[src/rtl/env_translation_defs.vh]
// Offsets, field positions, reset values and encodings of the two supervisor registers
`ifndef ENV_TRANSLATION_DEFS_VH
`define ENV_TRANSLATION_DEFS_VH

// ==========================================================
// Register byte offsets (32-bit APB words)
`define ENVCFG_LO_OFF 12'h000
`define ENVCFG_HI_OFF 12'h004
`define XLAT_LO_OFF 12'h008
`define XLAT_HI_OFF 12'h00c
`define XLAT_STAGE_LO_OFF 12'h010
`define XLAT_STAGE_HI_OFF 12'h014
`define HART_CTRL_OFF 12'h018
`define HART_STATUS_OFF 12'h01c

// ==========================================================
// Environment configuration fields
`define ENV_FENCE_MEM_BIT 0
`define ENV_PAD_EN_BIT 2
`define ENV_STACK_EN_BIT 3
`define ENV_BLK_INV_LO 4
`define ENV_BLK_INV_HI 5
`define ENV_BLK_CLEAN_BIT 6
`define ENV_BLK_ZERO_BIT 7
`define ENV_PTR_MASK_LO 32
`define ENV_PTR_MASK_HI 33
`define ENV_WMASK 64'h0000_0003_0000_00fd
`define ENV_RESET 64'h0000_0000_0000_0000

// ==========================================================
// Translation control fields
`define XLAT_MODE_LO 60
`define XLAT_MODE_HI 63
`define XLAT_SPACE_ID_LO 44
`define XLAT_SPACE_ID_HI 59
`define XLAT_ROOT_LO 0
`define XLAT_ROOT_HI 43
`define XLAT_RESET 64'h0000_0000_0000_0000
`define SPACE_ID_LEN 16
`define SPACE_ID_MASK 16'hffff

// ==========================================================
// Scheme selector encodings
`define MODE_BARE 4'h0
`define MODE_PAGED39 4'h8
`define MODE_PAGED48 4'h9
`define MODE_PAGED57 4'ha

// ==========================================================
// Privilege encodings
`define PRIV_U 2'h0
`define PRIV_S 2'h1
`define PRIV_M 2'h3

`endif

[src/rtl/supervisor_env_and_translation_csrs.v]
// Supervisor environment-configuration and address-translation control registers over APB
`timescale 1ns/100ps
`include "env_translation_defs.vh"

module supervisor_env_and_translation_csrs (
    // APB slave
    input wire pclk,
    input wire presetn,
    input wire psel,
    input wire penable,
    input wire pwrite,
    input wire [11:0] paddr,
    input wire [31:0] pwdata,
    output reg [31:0] prdata,
    output reg pready,
    output reg pslverr,
    // Hart execution context
    input wire [1:0] priv_mode,
    input wire virt_mode,
    input wire machine_stack_enable,
    input wire user_fence_pi,
    input wire user_fence_po,
    input wire user_fence_si,
    input wire user_fence_so,
    input wire user_amo_device,
    input wire user_amo_acquire_bit,
    input wire user_amo_release_bit,
    input wire landing_pad_expect_req,
    // Effects on the hart
    output reg pred_memory_read,
    output reg pred_memory_write,
    output reg succ_memory_read,
    output reg succ_memory_write,
    output reg amo_order_memory,
    output reg expected_landing_pad_state,
    output reg landing_pad_as_noop,
    output reg stack_insn_as_mop,
    output reg stack_swap_illegal,
    output reg stack_swap_virtual,
    output reg translation_active,
    output reg translation_bypass,
    output reg [3:0] active_mode,
    output reg [15:0] active_space_id,
    output reg [43:0] active_root_page
);

// ==========================================================
// Registers
reg [63:0] envcfg_r;
reg [63:0] xlat_r;
reg [31:0] xlat_stage_lo_r;
reg [31:0] xlat_stage_hi_r;
reg [1:0] priv_meta_r;
reg [1:0] priv_sync_r;
reg virt_meta_r;
reg virt_sync_r;
reg mstack_meta_r;
reg mstack_sync_r;

// ==========================================================
// Next-state values
reg [63:0] envcfg_nxt;
reg [63:0] xlat_nxt;
reg [31:0] rdata_nxt;
reg err_nxt;
reg [63:0] xlat_cand;
reg mode_ok;

// ==========================================================
// Bus decode and live fields
wire access = psel && penable && !pready;
wire wr = access && pwrite;
wire user_ctx = (priv_sync_r == `PRIV_U);
wire super_ctx = (priv_sync_r == `PRIV_S);
wire [63:0] env_wmask = `ENV_WMASK;
// Fence bit kept writable since the selector is not hardwired to none
wire fence_io_implies_memory = envcfg_r[`ENV_FENCE_MEM_BIT];
wire landing_pad_enable = envcfg_r[`ENV_PAD_EN_BIT];
wire shadow_stack_enable = envcfg_r[`ENV_STACK_EN_BIT];
wire [3:0] xlat_mode_now = xlat_r[`XLAT_MODE_HI:`XLAT_MODE_LO];
wire [3:0] fence_req = {user_fence_so, user_fence_si, user_fence_po, user_fence_pi};
wire [3:0] fence_mem_nxt;

// ==========================================================
// Pin synchronisers; hart context comes from another block
always @(posedge pclk or negedge presetn)
begin
    if (!presetn)
    begin
        priv_meta_r <= 2'h0;
        priv_sync_r <= 2'h0;
    end
    else
    begin
        priv_meta_r <= priv_mode;
        priv_sync_r <= priv_meta_r;
    end
end

always @(posedge pclk or negedge presetn)
begin
    if (!presetn)
    begin
        virt_meta_r <= 1'b0;
        virt_sync_r <= 1'b0;
    end
    else
    begin
        virt_meta_r <= virt_mode;
        virt_sync_r <= virt_meta_r;
    end
end

always @(posedge pclk or negedge presetn)
begin
    if (!presetn)
    begin
        mstack_meta_r <= 1'b0;
        mstack_sync_r <= 1'b0;
    end
    else
    begin
        mstack_meta_r <= machine_stack_enable;
        mstack_sync_r <= mstack_meta_r;
    end
end

// ==========================================================
// Scheme check; 64-bit hart only, so 32-bit selections are not decoded
function scheme_supported;
    input [3:0] m;
    begin
        case (m)
            `MODE_BARE, `MODE_PAGED39, `MODE_PAGED48, `MODE_PAGED57:
                scheme_supported = 1'b1;
            default: scheme_supported = 1'b0;
        endcase
    end
endfunction

// ==========================================================
// Fence widening, one lane per device-ordering bit
genvar gi;
generate
    for (gi = 0; gi < 4; gi = gi + 1)
    begin : g_fence
        assign fence_mem_nxt[gi] =
            user_ctx && fence_io_implies_memory && fence_req[gi];
    end
endgenerate

// ==========================================================
// Register writes and reads
always @*
begin
    envcfg_nxt = envcfg_r;
    xlat_nxt = xlat_r;
    rdata_nxt = 32'h0000_0000;
    err_nxt = 1'b0;
    xlat_cand = {pwdata, xlat_stage_lo_r};
    mode_ok = scheme_supported(xlat_cand[`XLAT_MODE_HI:`XLAT_MODE_LO]);
    if (access)
    begin
        case (paddr)
            `ENVCFG_LO_OFF:
            begin
                if (pwrite)
                    envcfg_nxt[31:0] = pwdata & env_wmask[31:0];
                rdata_nxt = envcfg_r[31:0];
            end
            `ENVCFG_HI_OFF:
            begin
                if (pwrite)
                    envcfg_nxt[63:32] = pwdata & env_wmask[63:32];
                rdata_nxt = envcfg_r[63:32];
            end
            `XLAT_LO_OFF:
                rdata_nxt = xlat_r[31:0];
            `XLAT_HI_OFF:
            begin
                // High word commits the staged low word in one update
                if (pwrite && mode_ok)
                begin
                    xlat_nxt = xlat_cand;
                    xlat_nxt[`XLAT_SPACE_ID_HI:`XLAT_SPACE_ID_LO] =
                        xlat_cand[`XLAT_SPACE_ID_HI:`XLAT_SPACE_ID_LO] & `SPACE_ID_MASK;
                    // Bare with nonzero fields is reserved; keep them zeroed
                    if (xlat_cand[`XLAT_MODE_HI:`XLAT_MODE_LO] == `MODE_BARE)
                        xlat_nxt[59:0] = 60'h000_0000_0000_0000;
                end
                else if (pwrite)
                    err_nxt = 1'b1;
                rdata_nxt = xlat_r[63:32];
            end
            `XLAT_STAGE_LO_OFF:
                rdata_nxt = xlat_stage_lo_r;
            `XLAT_STAGE_HI_OFF:
                rdata_nxt = xlat_stage_hi_r;
            `HART_CTRL_OFF:
                rdata_nxt = {30'h0000_0000, virt_sync_r, mstack_sync_r};
            `HART_STATUS_OFF:
                rdata_nxt = {27'h000_0000, expected_landing_pad_state, translation_active,
                    translation_bypass, priv_sync_r};
            default:
                err_nxt = 1'b1;
        endcase
    end
end

// ==========================================================
// Environment register
always @(posedge pclk or negedge presetn)
begin
    if (!presetn)
    begin
        envcfg_r <= `ENV_RESET;
    end
    else
    begin
        envcfg_r <= envcfg_nxt;
    end
end

// ==========================================================
// Translation register, changed only by a whole accepted commit
always @(posedge pclk or negedge presetn)
begin
    if (!presetn)
    begin
        xlat_r <= `XLAT_RESET;
    end
    else
    begin
        xlat_r <= xlat_nxt;
    end
end

// ==========================================================
// Staging words; a rejected commit still leaves its word visible here
always @(posedge pclk or negedge presetn)
begin
    if (!presetn)
    begin
        xlat_stage_lo_r <= 32'h0000_0000;
        xlat_stage_hi_r <= 32'h0000_0000;
    end
    else
    begin
        if (wr && paddr == `XLAT_LO_OFF)
            xlat_stage_lo_r <= pwdata;
        if (wr && paddr == `XLAT_HI_OFF)
            xlat_stage_hi_r <= pwdata;
    end
end

// ==========================================================
// Bus answer; one wait state, every response registered
always @(posedge pclk or negedge presetn)
begin
    if (!presetn)
    begin
        prdata <= 32'h0000_0000;
        pready <= 1'b0;
        pslverr <= 1'b0;
    end
    else
    begin
        prdata <= rdata_nxt;
        pready <= access;
        pslverr <= err_nxt;
    end
end

// ==========================================================
// Ordering effects, registered for clean outputs
always @(posedge pclk or negedge presetn)
begin
    if (!presetn)
    begin
        pred_memory_read <= 1'b0;
        pred_memory_write <= 1'b0;
        succ_memory_read <= 1'b0;
        succ_memory_write <= 1'b0;
        amo_order_memory <= 1'b0;
    end
    else
    begin
        // Fence widening only in user mode
        pred_memory_read <= fence_mem_nxt[0];
        pred_memory_write <= fence_mem_nxt[1];
        succ_memory_read <= fence_mem_nxt[2];
        succ_memory_write <= fence_mem_nxt[3];
        amo_order_memory <= user_ctx && fence_io_implies_memory && user_amo_device
            && (user_amo_acquire_bit || user_amo_release_bit);
    end
end

// ==========================================================
// Landing-pad and shadow-stack effects
always @(posedge pclk or negedge presetn)
begin
    if (!presetn)
    begin
        expected_landing_pad_state <= 1'b0;
        landing_pad_as_noop <= 1'b1;
        stack_insn_as_mop <= 1'b1;
        stack_swap_illegal <= 1'b0;
        stack_swap_virtual <= 1'b0;
    end
    else
    begin
        expected_landing_pad_state <= user_ctx && landing_pad_enable
            && landing_pad_expect_req;
        landing_pad_as_noop <= !landing_pad_enable;
        stack_insn_as_mop <= !shadow_stack_enable;
        stack_swap_illegal <= user_ctx && !shadow_stack_enable && mstack_sync_r
            && !virt_sync_r;
        stack_swap_virtual <= user_ctx && !shadow_stack_enable && mstack_sync_r
            && virt_sync_r;
    end
end

// ==========================================================
// Translation copy seen by the walker
always @(posedge pclk or negedge presetn)
begin
    if (!presetn)
    begin
        translation_active <= 1'b0;
        translation_bypass <= 1'b1;
        active_mode <= `MODE_BARE;
        active_space_id <= 16'h0000;
        active_root_page <= 44'h000_0000_0000;
    end
    else
    begin
        translation_active <= super_ctx || user_ctx;
        translation_bypass <= (xlat_mode_now == `MODE_BARE);
        // New mode, space ID and root reach the copy only while active; translation_bypass follows the register mode in every context
        if (super_ctx || user_ctx)
        begin
            active_mode <= xlat_mode_now;
            active_space_id <= xlat_r[`XLAT_SPACE_ID_HI:`XLAT_SPACE_ID_LO];
            active_root_page <= xlat_r[`XLAT_ROOT_HI:`XLAT_ROOT_LO];
        end
    end
end

endmodule // supervisor_env_and_translation_csrs

[config.mk]
export PLATFORM = sky130hd
export DESIGN_NAME = supervisor_env_and_translation_csrs
export DESIGN_NICKNAME = d
export VERILOG_FILES = /design/src/rtl/supervisor_env_and_translation_csrs.v
export VERILOG_INCLUDE_DIRS = /design/src /design/src/rtl
export SDC_FILE = /design/constraint.sdc
export NUM_CORES = 1
export LEC_CHECK = 0
export BUFFER_PORTS_ARGS = -buffer_cell sky130_fd_sc_hd__buf_2
export CAP_MARGIN = 20
export CORE_MARGIN = 2
export CORE_UTILIZATION = 50
export CTS_CLUSTER_DIAMETER = 100
export DETAILED_ROUTE_END_ITERATION = 16
export MAX_ROUTING_LAYER = met4
export PLACE_DENSITY = 0.72
export SETUP_SLACK_MARGIN = 0.2
export SLEW_MARGIN = 25
export SYNTH_ARGS = -nofsm -noshare
export SYNTH_HDL_FRONTEND = slang
export SYNTH_SLANG_ARGS = --single-unit
export TNS_END_PERCENT = 20
[constraint.sdc]
create_clock -name pclk -period 2.9 [get_ports pclk]
set_input_delay 0.145 -clock pclk [delete_from_list [all_inputs] [get_ports pclk]]
set_output_delay 0.145 -clock pclk [all_outputs]
set_load 0.05 [all_outputs]
==> impl.org <==
** Synth
- Most common cell in the netlist :: sky130_fd_sc_hd__dfrtp_1
- Synthesized area :: roughly 10000 um^2
- Nets in the synthesized netlist :: between 800 and 900
- The Yosys step of the flow raised 0 warnings.
- Synthesis produced a netlist whose cell count is ~760.
- After synthesis, the share of flip-flops with an asynchronous set or reset is between 90% and 100%.
- After synthesis, the mean cell area works out to between 10 and 15 um^2.
- Ranked by total cell area, the synthesized netlist is headed by sky130_fd_sc_hd__dfrtp_1 (61%), sky130_fd_sc_hd__mux2_2 (18%), sky130_fd_sc_hd__a22o_1 (2.5%), sky130_fd_sc_hd__o31ai_1 (2.3%), sky130_fd_sc_hd__nand2_1 (1.9%).
- The most used flip-flop cell after synthesis is sky130_fd_sc_hd__dfrtp_1.
- Number of enable-type register cells in the synthesized netlist :: 0
- Proportion of synthesized chip area in sequential cells :: 61.82%
- Count of unique library cells instantiated by Yosys :: between 50 and 60
- Sorting the synthesized cells by how often they occur yields sky130_fd_sc_hd__dfrtp_1 (252), sky130_fd_sc_hd__mux2_2 (165), sky130_fd_sc_hd__nand2_1 (53).
- Library cell occupying the most area in the post-synthesis netlist :: sky130_fd_sc_hd__dfrtp_1
- Area fraction of the dominant cell type after synthesis :: between 60% and 70%
- Synthesis inferred between 200 and 300 register bits.

** Clocking
- Bufs on Longest Clock Path :: 3
- Post-CTS timing repair inserted 0 buffers for setup.
- TritonCTS built the clock tree.
- Sink count of the clock tree :: ~260
- Number of levels the H-tree was split into :: 1
- CTS clock-pin slew for the worst setup and hold paths :: approximately 0.060 ns
- Number of buffers created by CTS :: 25
- Skew-Pair Late Insertion Delay :: ~0.5 ns
- Hold buffer count at CTS :: 46
- Clock root buffer master :: sky130_fd_sc_hd__clkbuf_16
- CTS resizes :: 0

** Cells and area
- Compared with the post-synthesis result, the final layout area differs by 24.01%.
- Diodes inserted :: 0
- Once layout is complete, the cells apart from fillers number 1255.
- Fraction of final layout cells sized beyond drive strength 1 :: between 40% and 50%
- At the end of the flow, the number of nets in the layout was between 1000 and 1500.

** Status
- The run finished with clean final reports.

** Place
- The wire-length estimate of the detail-placed layout is around 16000 um.
- Counting tap cells, the placed design contains a total of roughly 1200 instances.
- Buffers placed on the I/O ports in this run total 170.
- The congestion estimate from routability-driven global placement came to roughly 0.84.

** Min path
- The worst hold path terminates at prdata[2].
- Number of cells on the worst hold path :: 2
- Hold Crit Start :: paddr[3]
- Class of the worst hold path :: input pin to flop

** Floorplan
- Number of top-level pins :: ~170
- Die outline height :: ~150 um
- Measured along the x axis, the die boundary spans 147.7 um.
- The initialized floorplan defines 52 standard-cell rows.
- Initial Utilization :: between 50% and 60%
- Area enclosed by the die boundary :: between 20000 and 25000 um^2
- Area of the placeable core :: between 20000 and 25000 um^2

** Setup path
- At the worst endpoint, the arrival time is 2.61 ns.
- The critical path is of the flop to flop type.
- Kind of end point of the critical path :: flop
- In this run the worst path has a maximum fanout of 66.
- Required time at the worst-slack endpoint :: ~3.4 ns
- Reg-to-Reg Start :: pready
- The worst register-to-register path has a setup slack of roughly 0.74 ns.
- R2r worst-path depth :: 6
- In this run the critical register-to-register path is captured at xlat_r[46].
- The worst setup path is launched from a flop.

** Routing
- For this block, the routed nets add up to between 20000 and 30000 um of wire.
- In this run the remaining antenna-violating nets after routing total 0.
- In the routed design, unresolved DRC markers number 0.
- Dividing the detail-routed wire length by the instance count gives between 20 and 25 um.
- Summing over every cut layer, the via total after detailed routing is 7124.
- Vias/cell :: 5.676
- The pre-antenna-repair detailed-routing pass consisted of 9 iterations.
- First DRT Iteration DRCs :: between 500 and 600

** Timing
- Final period utilization :: 74.54%
- The worst pin sits at a relative slew slack of a little over two fifths.
- Setup repair after global routing left no endpoint under its margin.
- For the final database, setup skew stands at between 0.009 and 0.01 ns.
- The total count of max-transition violations in the final report is 0.
- At the pin with the least slew margin, the transition time is between 0.8 and 0.9 ns.
- Hold violation count in the final report :: 0
- Count of endpoints failing setup in the final report :: 0
- Clock period minus final worst setup slack :: roughly 2.2 ns
- Total Negative Setup Slacks :: 0 ns
- Timing would allow up to roughly 0.46 GHz.

** Run
- Across the run, the number of max-cap violations was 0.

** Global routing
- Global-route usage over all layers :: roughly 24%
- The number of global-route vias before repair was about 7500.
- Grt ovf :: 0
- Entering global routing, the biggest net connects 98 pins.
- Wire length of the first global-routing pass :: just over 40000 um
- Antenna violations before repair :: 0

** Power and ir drop
- Static leakage power :: 6.449 nW
- Cell area power density :: between 500 and 600 nW/um^2
- IR analysis of the VDD net gives a maximum drop of 0.5031 mV.
==> power breakdown <==
group / internal (mW) / switching, mW
clock network: 1.95 / 1.34
logic: 0.125 / 0.209
registers: 3.57 / 0.0197
total: 5.65 / 1.57
==> critical path, cell delays in order (launching register included) <==
cell and delay (ns):
sky130_fd_sc_hd__dfrtp_1 0.41, sky130_fd_sc_hd__and4b_1 0.34, sky130_fd_sc_hd__nand4b_4 0.11, sky130_fd_sc_hd__buf_4 0.37, sky130_fd_sc_hd__a2111oi_4 0.32, sky130_fd_sc_hd__buf_4 0.31, sky130_fd_sc_hd__a22o_1 0.17
==> how the worst max path moves through the flow <==
stage                     startpoint  slack (ns)                  end  cells after the start
after detailed placement    paddr[3]        0.60           xlat_r[45]                      7
after CTS                     pready        0.76           xlat_r[45]                      6
final                         pready        0.74           xlat_r[46]                      6
after global routing         penable        0.59            prdata[1]                      8
after global placement      paddr[3]        0.65           xlat_r[37]                      7
after floorplan               pready        0.72  xlat_stage_hi_r[25]                      5
==> kinds of logic after synthesis <==
group / after synthesis / share of synthesized area (%)
AO/OA/AOI/OAI: 155 / 11.01
buffers and inverters: 61 / 2.714
flip-flops: 255 / 61.82
multiplexers: 173 / 18.91
adder cells (fa/ha/maj): 1 / 0.09693
AND/OR/NAND/NOR: 111 / 5.440
==> routing by layer <==
layer,up-vias,share of wire (%),GRT usage [%]
met1,3667,42,31.68
met5,-,0,-
met2,212,51,40.33
li1,3207,-,-
met3,38,5.2,3.272
met4,0,1.7,5.240
==> flip-flops by register name, indices dropped and copies added, names as in the netlist, 2 cells and up <==
register          flops
xlat_stage_lo_r      32
active_space_id      16
priv_meta_r           2
priv_sync_r           2
xlat_stage_hi_r      32
active_root_page     44
envcfg_r              9
active_mode           4
xlat_r               64
prdata               32
==> metrics by stage <==
step                worst slack [ns]  hold WS, ns  utilization, %  instance area (um^2)  power [mW]
floorplan                     0.7248      -0.1506               -                 10330       3.748
global placement              0.6520       0.2406           56.89                 11510       3.938
detailed placement            0.5973       0.2323           56.89                 11510       3.941
CTS                           0.7589      0.02231           63.29                 12810       7.265
global route                  0.5904      0.04271           63.29                 12810       7.435
finish                        0.7383      0.03010           63.29                 12810       7.217
==> cell type report <==
type | instances | area, um^2
Multi-Input combinational cell | 440 | 3680
Sequential cell | 255 | 6389
Clock inverter | 11 | 135.1
Tap cell | 270 | 337.8
Inverter | 6 | 22.52
Fill cell | 1583 | 7427
Clock buffer | 34 | 699.4
Timing Repair Buffer | 239 | 1544
==> placed cells by master, fill, tap and decap left out, drive strengths merged, types with 3 or more instances in the layout <==
master	n
a21oi	13
a222oi	12
a22o	30
a22oi	14
a2bb2oi	3
a31oi	6
and2	3
and3	5
and4	3
buf	193
bufinv	3
clkbuf	34
clkinv	6
dfrtp	252
dfstp	3
dlygate4sd3	46
inv	6
mux2	167
mux2i	5
nand2	53
nand3	6
nor2	22
nor4	3
o21ai	36
o31ai	32
or4	3
No activity file was read; power rests on OpenSTA's default activity.
